**config.mk**
```make
export PLATFORM = sky130hd
export DESIGN_NAME = ocs_regs
export DESIGN_NICKNAME = d
export VERILOG_FILES = /design/src/rtl/ocs_pkg.sv /design/src/rtl/ocs_regs.sv
export SDC_FILE = /design/constraint.sdc
export NUM_CORES = 1
export LEC_CHECK = 0
export ABC_CLOCK_PERIOD_IN_PS = 3900
export BUFFER_PORTS_ARGS = -buffer_cell sky130_fd_sc_hd__buf_2
export CORE_ASPECT_RATIO = 1.5
export CORE_MARGIN = 2
export CORE_UTILIZATION = 35
export CTS_BUF_LIST = sky130_fd_sc_hd__clkbuf_2 sky130_fd_sc_hd__clkbuf_4 sky130_fd_sc_hd__clkbuf_8
export CTS_CLUSTER_DIAMETER = 80
export DETAILED_ROUTE_END_ITERATION = 10
export PLACE_DENSITY = 0.54
export REMOVE_ABC_BUFFERS = 1
export SETUP_SLACK_MARGIN = 0.3
export SLEW_MARGIN = 0
export SYNTH_ARGS = -nofsm -noshare
export SYNTH_HDL_FRONTEND = slang
export SYNTH_SLANG_ARGS = --single-unit
```
**constraint.sdc**
```tcl
create_clock -name core_clk -period 3.9 [get_ports core_clk]
set_clock_uncertainty 0.05 [all_clocks]
set_input_delay 0.39 -clock core_clk [delete_from_list [all_inputs] [get_ports core_clk]]
set_output_delay 0.39 -clock core_clk [all_outputs]
set_load 0.03 [all_outputs]
```
**src/rtl/ocs_pkg.sv**
```systemverilog
package ocs_pkg;
  localparam logic [7:0] ADDR_FRAME_SEL = 8'h59;
  localparam logic [7:0] ADDR_SLOW_SEL = 8'h5A;
  localparam logic [7:0] ADDR_DS3E3_SEL = 8'h5B;
  localparam logic [7:0] ADDR_MULT_SEL = 8'h5C;
  localparam logic [7:0] ADDR_LINE_SEL = 8'h5D;
  localparam logic [7:0] ADDR_EVT_LO = 8'h5E;
  localparam logic [7:0] ADDR_EVT_HI = 8'h5F;
  localparam logic [7:0] ADDR_MSK_LO = 8'h60;
  localparam logic [7:0] ADDR_MSK_HI = 8'h61;
  localparam logic [5:0] PW_OFF = 6'h00;
  localparam logic [5:0] PW_HALF = 6'h3F;
  localparam logic [5:0] RST_FRAME = 6'h3F;
  localparam logic [5:0] RST_SLOW = 6'h3F;
  localparam logic [1:0] RST_DS3E3 = 2'h2;
  localparam logic [3:0] RST_MULT = 4'h1;
  localparam logic [1:0] RST_LINE = 2'h2;
  localparam logic [1:0] SEL2_DS3_T1 = 2'h1;
  localparam logic [1:0] SEL2_E3_E1 = 2'h2;
  localparam logic [3:0] MULT_E1_LO = 4'h1;
  localparam logic [3:0] MULT_E1_HI = 4'h5;
  localparam logic [3:0] MULT_T1_LO = 4'h9;
  localparam logic [3:0] MULT_T1_HI = 4'hD;
  localparam int NUM_EVT = 10;
endpackage

```
**src/rtl/ocs_regs.sv**
```systemverilog
`timescale 1ns/1ps
module ocs_regs (
  input wire logic core_clk, // 125 MHz clock
  input wire logic rst_n, // Async reset, active low
  input wire logic wr_en, // Register write strobe
  input wire logic rd_en, // Register read strobe
  input wire logic [7:0] addr, // Register address
  input wire logic [7:0] wdata, // Write data
  output logic [7:0] rdata, // Read data, registered
  input wire logic [9:0] evt_in, // Event pulses, bits 0-9
  input wire logic master_osc_rate_strap, // Oscillator rate strap
  output logic osc_is_20mhz, // Captured strap
  output logic irq, // Interrupt request, active high
  output logic [5:0] frame_pulse_width, // Frame pulse width code
  output logic frame_pulse_en, // Frame pulse enabled
  output logic frame_pulse_half, // Frame pulse half duty
  output logic [5:0] slow_pulse_width, // Slow pulse width code
  output logic slow_pulse_en, // Slow pulse enabled
  output logic slow_pulse_half, // Slow pulse half duty
  output logic ds3_e3_en, // DS3/E3 output enabled
  output logic ds3_e3_is_e3, // 1 E3, 0 DS3
  output logic e1_t1_multiple_en, // Multiple output enabled
  output logic e1_t1_multiple_is_t1, // 1 T1 family, 0 E1 family
  output logic [2:0] e1_t1_multiple_shift, // Multiplier exponent 0-4
  output logic line_rate_en, // Line rate output enabled
  output logic line_rate_is_e1 // 1 E1, 0 T1
);
  logic [5:0] frame_q, frame_d, slow_q, slow_d;
  logic [1:0] ds3_q, ds3_d, line_q, line_d;
  logic [3:0] mult_q, mult_d;
  logic [9:0] evt_q, evt_d, msk_q, msk_d, clr;
  logic [7:0] rdata_q, rdata_d;
  logic strap_q, strap_d, irq_q, irq_d;

  function automatic logic sel_on(input logic [1:0] s);
    sel_on = (s == ocs_pkg::SEL2_DS3_T1) || (s == ocs_pkg::SEL2_E3_E1);
  endfunction

  always_comb begin
    frame_d = frame_q;
    slow_d = slow_q;
    ds3_d = ds3_q;
    mult_d = mult_q;
    line_d = line_q;
    msk_d = msk_q;
    clr = '0;
    if (wr_en) begin
      case (addr)
        ocs_pkg::ADDR_FRAME_SEL: frame_d = wdata[5:0];
        ocs_pkg::ADDR_SLOW_SEL: slow_d = wdata[5:0];
        ocs_pkg::ADDR_DS3E3_SEL: ds3_d = wdata[1:0];
        ocs_pkg::ADDR_MULT_SEL: mult_d = wdata[3:0];
        ocs_pkg::ADDR_LINE_SEL: line_d = wdata[1:0];
        ocs_pkg::ADDR_EVT_LO: clr[7:0] = wdata;
        ocs_pkg::ADDR_EVT_HI: clr[9:8] = wdata[1:0];
        ocs_pkg::ADDR_MSK_LO: msk_d[7:0] = wdata;
        ocs_pkg::ADDR_MSK_HI: msk_d[9:8] = wdata[1:0];
        default: ;
      endcase
    end
    // Set wins over a clear in the same cycle
    evt_d = (evt_q & ~clr) | evt_in;
    irq_d = |(evt_d & msk_d);
    strap_d = strap_q;
    rdata_d = rdata_q;
    if (rd_en) begin
      case (addr)
        ocs_pkg::ADDR_FRAME_SEL: rdata_d = {2'h0, frame_q};
        ocs_pkg::ADDR_SLOW_SEL: rdata_d = {2'h0, slow_q};
        ocs_pkg::ADDR_DS3E3_SEL: rdata_d = {6'h00, ds3_q};
        ocs_pkg::ADDR_MULT_SEL: rdata_d = {4'h0, mult_q};
        ocs_pkg::ADDR_LINE_SEL: rdata_d = {6'h00, line_q};
        ocs_pkg::ADDR_EVT_LO: rdata_d = evt_q[7:0];
        ocs_pkg::ADDR_EVT_HI: rdata_d = {6'h00, evt_q[9:8]};
        ocs_pkg::ADDR_MSK_LO: rdata_d = msk_q[7:0];
        ocs_pkg::ADDR_MSK_HI: rdata_d = {6'h00, msk_q[9:8]};
        default: rdata_d = 8'h00;
      endcase
    end
  end

  // Strap captured on the first edge after each reset release; reset clears it to 0
  logic strap_seen_q;
  always_ff @(posedge core_clk or negedge rst_n) begin
    if (!rst_n) begin
      strap_seen_q <= 1'b0;
      strap_q <= 1'b0;
    end else begin
      strap_seen_q <= 1'b1;
      strap_q <= strap_seen_q ? strap_d : master_osc_rate_strap;
    end
  end

  always_ff @(posedge core_clk or negedge rst_n) begin
    if (!rst_n) begin
      frame_q <= ocs_pkg::RST_FRAME;
      slow_q <= ocs_pkg::RST_SLOW;
      ds3_q <= ocs_pkg::RST_DS3E3;
      mult_q <= ocs_pkg::RST_MULT;
      line_q <= ocs_pkg::RST_LINE;
      evt_q <= '0;
      msk_q <= '0;
      irq_q <= 1'b0;
      rdata_q <= 8'h00;
    end else begin
      frame_q <= frame_d;
      slow_q <= slow_d;
      ds3_q <= ds3_d;
      mult_q <= mult_d;
      line_q <= line_d;
      evt_q <= evt_d;
      msk_q <= msk_d;
      irq_q <= irq_d;
      rdata_q <= rdata_d;
    end
  end

  logic mult_e1, mult_t1;
  assign mult_e1 = (mult_q >= ocs_pkg::MULT_E1_LO) && (mult_q <= ocs_pkg::MULT_E1_HI);
  assign mult_t1 = (mult_q >= ocs_pkg::MULT_T1_LO) && (mult_q <= ocs_pkg::MULT_T1_HI);

  assign rdata = rdata_q;
  assign irq = irq_q;
  assign osc_is_20mhz = strap_q;
  assign frame_pulse_width = frame_q;
  assign frame_pulse_en = frame_q != ocs_pkg::PW_OFF;
  assign frame_pulse_half = frame_q == ocs_pkg::PW_HALF;
  assign slow_pulse_width = slow_q;
  assign slow_pulse_en = slow_q != ocs_pkg::PW_OFF;
  assign slow_pulse_half = slow_q == ocs_pkg::PW_HALF;
  assign ds3_e3_en = sel_on(ds3_q);
  assign ds3_e3_is_e3 = ds3_q == ocs_pkg::SEL2_E3_E1;
  assign e1_t1_multiple_en = mult_e1 | mult_t1;
  assign e1_t1_multiple_is_t1 = mult_t1;
  assign e1_t1_multiple_shift = mult_t1 ? 3'(mult_q - ocs_pkg::MULT_T1_LO) :
                                mult_e1 ? 3'(mult_q - ocs_pkg::MULT_E1_LO) : 3'h0;
  assign line_rate_en = sel_on(line_q);
  assign line_rate_is_e1 = line_q == ocs_pkg::SEL2_E3_E1;

  property p_evt_set;
    @(posedge core_clk) disable iff (!rst_n) evt_in[0] |=> evt_q[0];
  endproperty
  a_evt_set: assert property (p_evt_set) else $error("event not latched");
  property p_evt_hi;
    @(posedge core_clk) disable iff (!rst_n) evt_in[9] |=> evt_q[9];
  endproperty
  a_evt_hi: assert property (p_evt_hi) else $error("reference event not latched");
  property p_clr;
    @(posedge core_clk) disable iff (!rst_n)
      (wr_en && addr == ocs_pkg::ADDR_EVT_LO && wdata[1] && !evt_in[1]) |=> !evt_q[1];
  endproperty
  a_clr: assert property (p_clr) else $error("event not cleared");
  property p_keep;
    @(posedge core_clk) disable iff (!rst_n)
      (wr_en && addr == ocs_pkg::ADDR_EVT_LO && !wdata[2] && evt_q[2]) |=> evt_q[2];
  endproperty
  a_keep: assert property (p_keep) else $error("event lost on zero write");
  property p_irq;
    @(posedge core_clk) disable iff (!rst_n) irq == |(evt_q & msk_q);
  endproperty
  a_irq: assert property (p_irq) else $error("irq mismatch");
  property p_msk;
    @(posedge core_clk) disable iff (!rst_n)
      (wr_en && addr == ocs_pkg::ADDR_MSK_HI) |=> msk_q[9:8] == $past(wdata[1:0]);
  endproperty
  a_msk: assert property (p_msk) else $error("mask write lost");
  property p_half;
    @(posedge core_clk) disable iff (!rst_n) frame_pulse_half |-> frame_pulse_en;
  endproperty
  a_half: assert property (p_half) else $error("half duty while off");
  property p_mult;
    @(posedge core_clk) disable iff (!rst_n)
      (mult_q == 4'h7 || mult_q == 4'hF) |-> !e1_t1_multiple_en;
  endproperty
  a_mult: assert property (p_mult) else $error("unlisted code enabled");
  property p_line;
    @(posedge core_clk) disable iff (!rst_n) (line_q == 2'h3) |-> !line_rate_en;
  endproperty
  a_line: assert property (p_line) else $error("line code 3 enabled");
  // Per-bit event capture, primary and secondary generators
  property p_evt_b3;
    @(posedge core_clk) disable iff (!rst_n)
      evt_in[3] |=> evt_q[3];
  endproperty
  a_evt_b3: assert property (p_evt_b3) else $error("event 3 not latched");
  property p_evt_b4;
    @(posedge core_clk) disable iff (!rst_n)
      evt_in[4] |=> evt_q[4];
  endproperty
  a_evt_b4: assert property (p_evt_b4) else $error("event 4 not latched");
  property p_evt_b7;
    @(posedge core_clk) disable iff (!rst_n)
      evt_in[7] |=> evt_q[7];
  endproperty
  a_evt_b7: assert property (p_evt_b7) else $error("event 7 not latched");
  property p_evt_b8;
    @(posedge core_clk) disable iff (!rst_n)
      evt_in[8] |=> evt_q[8];
  endproperty
  a_evt_b8: assert property (p_evt_b8) else $error("event 8 not latched");
  property p_set_wins;
    @(posedge core_clk) disable iff (!rst_n)
      (evt_in[5] && wr_en && addr == ocs_pkg::ADDR_EVT_LO && wdata[5]) |=> evt_q[5];
  endproperty
  a_set_wins: assert property (p_set_wins) else $error("clear beat new event");
  property p_evt_hold;
    @(posedge core_clk) disable iff (!rst_n)
      (!evt_in[6] && !(wr_en && addr == ocs_pkg::ADDR_EVT_LO)) |=> evt_q[6] == $past(evt_q[6]);
  endproperty
  a_evt_hold: assert property (p_evt_hold) else $error("event 6 changed idle");
  property p_clr_hi;
    @(posedge core_clk) disable iff (!rst_n)
      (wr_en && addr == ocs_pkg::ADDR_EVT_HI && wdata[0] && !evt_in[8]) |=> !evt_q[8];
  endproperty
  a_clr_hi: assert property (p_clr_hi) else $error("event 8 not cleared");
  property p_keep_hi;
    @(posedge core_clk) disable iff (!rst_n)
      (wr_en && addr == ocs_pkg::ADDR_EVT_HI && !wdata[1] && evt_q[9]) |=> evt_q[9];
  endproperty
  a_keep_hi: assert property (p_keep_hi) else $error("event 9 lost on zero write");
  // Mask and select field writes
  property p_msk_lo;
    @(posedge core_clk) disable iff (!rst_n)
      (wr_en && addr == ocs_pkg::ADDR_MSK_LO) |=> msk_q[7:0] == $past(wdata);
  endproperty
  a_msk_lo: assert property (p_msk_lo) else $error("low mask write lost");
  property p_msk_keep;
    @(posedge core_clk) disable iff (!rst_n)
      !wr_en |=> msk_q == $past(msk_q);
  endproperty
  a_msk_keep: assert property (p_msk_keep) else $error("mask changed without write");
  property p_frame_wr;
    @(posedge core_clk) disable iff (!rst_n)
      (wr_en && addr == ocs_pkg::ADDR_FRAME_SEL) |=> frame_pulse_width == $past(wdata[5:0]);
  endproperty
  a_frame_wr: assert property (p_frame_wr) else $error("frame field write lost");
  property p_slow_wr;
    @(posedge core_clk) disable iff (!rst_n)
      (wr_en && addr == ocs_pkg::ADDR_SLOW_SEL) |=> slow_pulse_width == $past(wdata[5:0]);
  endproperty
  a_slow_wr: assert property (p_slow_wr) else $error("slow field write lost");
  property p_frame_off;
    @(posedge core_clk) disable iff (!rst_n)
      (frame_pulse_width == ocs_pkg::PW_OFF) |-> !frame_pulse_en;
  endproperty
  a_frame_off: assert property (p_frame_off) else $error("frame pulse on at code 0");
  property p_slow_half;
    @(posedge core_clk) disable iff (!rst_n)
      slow_pulse_half |-> slow_pulse_en && slow_pulse_width == ocs_pkg::PW_HALF;
  endproperty
  a_slow_half: assert property (p_slow_half) else $error("slow half duty wrong");
  // Rate selector decoding
  property p_ds3_off;
    @(posedge core_clk) disable iff (!rst_n)
      (ds3_q == 2'h0 || ds3_q == 2'h3) |-> !ds3_e3_en;
  endproperty
  a_ds3_off: assert property (p_ds3_off) else $error("ds3 output on while off");
  property p_ds3_e3;
    @(posedge core_clk) disable iff (!rst_n)
      (ds3_q == ocs_pkg::SEL2_E3_E1) |-> ds3_e3_en && ds3_e3_is_e3;
  endproperty
  a_ds3_e3: assert property (p_ds3_e3) else $error("e3 rate not selected");
  property p_ds3_ds3;
    @(posedge core_clk) disable iff (!rst_n)
      (ds3_q == ocs_pkg::SEL2_DS3_T1) |-> ds3_e3_en && !ds3_e3_is_e3;
  endproperty
  a_ds3_ds3: assert property (p_ds3_ds3) else $error("ds3 rate not selected");
  property p_mult_e1;
    @(posedge core_clk) disable iff (!rst_n)
      mult_e1 |-> e1_t1_multiple_en && !e1_t1_multiple_is_t1;
  endproperty
  a_mult_e1: assert property (p_mult_e1) else $error("e1 multiple decode wrong");
  property p_mult_t1;
    @(posedge core_clk) disable iff (!rst_n)
      mult_t1 |-> e1_t1_multiple_en && e1_t1_multiple_is_t1;
  endproperty
  a_mult_t1: assert property (p_mult_t1) else $error("t1 multiple decode wrong");
  property p_mult_gap;
    @(posedge core_clk) disable iff (!rst_n)
      (mult_q == 4'h6 || mult_q == 4'h8 || mult_q == 4'hE) |-> !e1_t1_multiple_en;
  endproperty
  a_mult_gap: assert property (p_mult_gap) else $error("gap code enabled");
  property p_line_t1;
    @(posedge core_clk) disable iff (!rst_n)
      (line_q == ocs_pkg::SEL2_DS3_T1) |-> line_rate_en && !line_rate_is_e1;
  endproperty
  a_line_t1: assert property (p_line_t1) else $error("t1 line rate not selected");
  // Enabled event must raise the request on the next edge
  property p_irq_rise;
    @(posedge core_clk) disable iff (!rst_n)
      (!wr_en && |(evt_in & msk_q)) |=> irq;
  endproperty
  a_irq_rise: assert property (p_irq_rise) else $error("irq missed enabled event");
  c_set_clr: cover property (@(posedge core_clk) disable iff (!rst_n)
    evt_in[0] && wr_en && addr == ocs_pkg::ADDR_EVT_LO && wdata[0]);
  c_frame_off: cover property (@(posedge core_clk) disable iff (!rst_n) $fell(frame_pulse_en));
  c_irq: cover property (@(posedge core_clk) disable iff (!rst_n) $rose(irq));
  c_clr: cover property (@(posedge core_clk) disable iff (!rst_n) $fell(irq));
  c_t1: cover property (@(posedge core_clk) disable iff (!rst_n) e1_t1_multiple_is_t1);
endmodule

```
==> reports/results.ini <==
[status]
status = finished, final reports clean

[synthesis]
ys.flop_type = dfrtp_1
synth_warnings = 0
seq_area_frac_synth_pct = 47.2
synthArstFlopShare_pct = 100
syn_area_per_cell_um2 = 10.4
synth_edf_count = 0
synth_cell_type_count = 55
ys_ff_latch = 51
syn_area_um2 = 2740
syn_inst = 263

[routing]
avgRoutedWirePerCell_um = 17.9
vias = 2281
wl_um = 7710
drc = 0
dr.pass1.iters = 7
drt_iter0_markers = 99
antenna_left = 0
viasPerCell = 5.28

[worst_setup_path]
crit_chain = buf_2 > or4b_1 > o31ai_4 > a221oi_1 > a2111oi_0 > or4b_1
critPathSlowestCell = or4b_1
required_ps = 4050
crit_path_frequent_cell = or4b_1
cp_max_fo = 15
worst_setup_path_end_kind = register
critPathLaunchType = input port
cp_data_arrival_time_ps = 2600
cpPeakStageDelay_ps = 720
crit_type = input port to register

[die]
die_height_um = 112
coreArea_um2 = 7610
design.die.area_um2 = 8570
start_util_pct = 36.0
rows = 39
ios = 66
die_w_um = 76.3

[timing]
timing_hold_violations_final = 0
slew_headroom_pct = 32.8
fmax_ghz = 0.407
setup_viol = 0
tightestPinTransition_ps = 994
period_share_pct = 63.0
slew_violations = 0
min_period_ps = 2460
finalSetupTns_ps = 0
rsz0062_at_grt = no
worst_slack_ps = 1440

[clocking]
cts-root-buf = clkbuf_8
cts-resized-gates = 0
clk_latency_ps = 320
post_cts_buffers = 0
cts_buffers = 5
cts.clk_slew.worst_paths_ps = 100
htreeDepth = 2
clk_path_buf_depth = 2
cts_tree = built
clock_sinks = 51

[global_route]
grt_max_degree = 40
antenna_found_initial = 0
grt-ovfl-total = 0
track_usage_pct = 18.9
grt_pass1_wl_um = 12400
grt_pass1_vias = 2261

[layout]
fillers = 785
layout_common_cells = 65 x buf_2, 36 x dfrtp_1, 25 x mux2_2
drive_above_1_share_pct = 36.7
antenna_cells = 0
fin_area_um2 = 3300
syn_to_final_growth_pct = 20.2
nets = 364
layout_commonest_cell = buf_2

[job]
maxCapViolCount = 0

[power_and_ir_drop]
finalPower_w = 0.00114
power_leakage_nw = 1.51
vdd_drop_max_v = 0.000136
power_density_nw_per_um2 = 346

[hold_path]
min_path_type = input port to register

[placed_design]
pre_cts_ws_ps = 1120
placed_area_um2 = 3170
io_buffer_count = 65
hpwl_um = 5970
gp_congestion = 0.854

## routing by layer
metal	vias to the layer above	part of all wire (%)	global-route usage, %
met5	-	0	0
met4	0	3.1	7.88
met3	11	3.3	2.73
met2	61	52	33.3
met1	1109	42	23.0
li1	1100	-	-
## kinds of logic (layout without fill, tap and decap cells)
family | count (synthesis) | in the layout | synth area share (%)
AND/OR/NAND/NOR | 92 | 92 | 19.4
AO/OA/AOI/OAI | 53 | 53 | 14.4
XOR/XNOR | 1 | 1 | 0.320
adder cells (fa/ha/maj) | 4 | 4 | 1.83
flip-flops | 51 | 51 | 47.2
multiplexers | 29 | 29 | 12.2
buffers and inverters | 32 | 99 | 4.43
other | 1 | 1 | 0.137
## registers in the layout, indices dropped and copies added, names as in the netlist
register	flops
evt_q	10
msk_q	10
rdata	8
frame_pulse_width	6
slow_pulse_width	6
mult_q	4
ds3_q	2
line_q	2
irq	1
osc_is_20mhz	1
strap_seen_q	1
## through the flow
step | hold slack, ps | cells | utilization (%)
final | 218 | 432 | 43.3
after global routing | 231 | 432 | 43.3
after CTS | 213 | 432 | 43.3
after detailed placement | 244 | 423 | 41.7
after global placement | 242 | 423 | 41.7
after floorplan | 44.4 | 254 | -
## where the power goes
group | internal [W] | switching (W) | total (W)
Clock | 0.000192 | 0.000186 | 0.000378
Combinational | 0.0000650 | 0.000123 | 0.000188
Sequential | 0.000556 | 0.0000201 | 0.000576
Total | 0.000813 | 0.000329 | 0.00114
## Yosys cell counts (2+ instances only)
cell | count | area share [%]
dfrtp_1 | 36 | 33
mux2_2 | 25 | 10
inv_1 | 23 | 3.1
nor2_1 | 20 | 2.7
nand2_1 | 18 | 2.5
dfstp_2 | 15 | 14
a21oi_1 | 7 | 1.3
clkbuf_1 | 7 | 0.96
nand3_1 | 7 | 1.3
nor2b_1 | 7 | 1.6
o21ai_0 | 7 | 1.3
a22oi_1 | 6 | 1.6
nand4_1 | 6 | 1.4
nor3_1 | 6 | 1.1
nor3b_1 | 6 | 1.6
o22ai_1 | 6 | 1.4
ha_1 | 4 | 1.8
a221oi_1 | 3 | 0.96
and2_1 | 3 | 0.68
mux2i_1 | 3 | 1.1
nor4_1 | 3 | 0.68
o31ai_1 | 3 | 0.82
a21boi_0 | 2 | 0.55
a222oi_1 | 2 | 0.73
a22o_1 | 2 | 0.64
a31o_1 | 2 | 0.64
a32o_1 | 2 | 0.73
a32oi_1 | 2 | 0.64
nand2b_1 | 2 | 0.46
nand4b_1 | 2 | 0.64
or4b_1 | 2 | 0.73
## path summary, 6_finish.rpt
check / from / endpoint / cells past startpoint / slack, ps
max: addr[2] / irq / 6 / 1440
min: evt_in[8] / evt_q[8] / 3 / 220
max reg2reg: msk_q[1] / irq / 3 / 2210
min reg2reg: strap_seen_q / osc_is_20mhz / 1 / 460
max in group asynchronous: rst_n / slow_pulse_width[5] / 3 / 2540
min in group asynchronous: rst_n / ds3_q[0] / 2 / 430
## area by class of cell
class | instances | area [um2] | share of cell area (%)
timing repair buffer | 68 | 350 | 10.6
tap | 102 | 128 | 3.87
inverter | 23 | 86.3 | 2.62
multi-input combinational | 180 | 1330 | 40.2
clock inverter | 3 | 42.5 | 1.29
clock buffer | 5 | 68.8 | 2.09
sequential | 51 | 1290 | 39.3
## timing repair
action / 4_1_cts / 5_1_grt
hold buffers: 1 / 0
hold endpoints to repair: 5 / 0
setup endpoints to repair: 0 / 0
## critical path: cells and delay by family
kind	cells	cell delay [ps]
buffers and inverters	1	190
and+or+nand+nor	2	1180
AOI/OAI and AO/OA	3	830
Power figures use the tool's default switching activity.
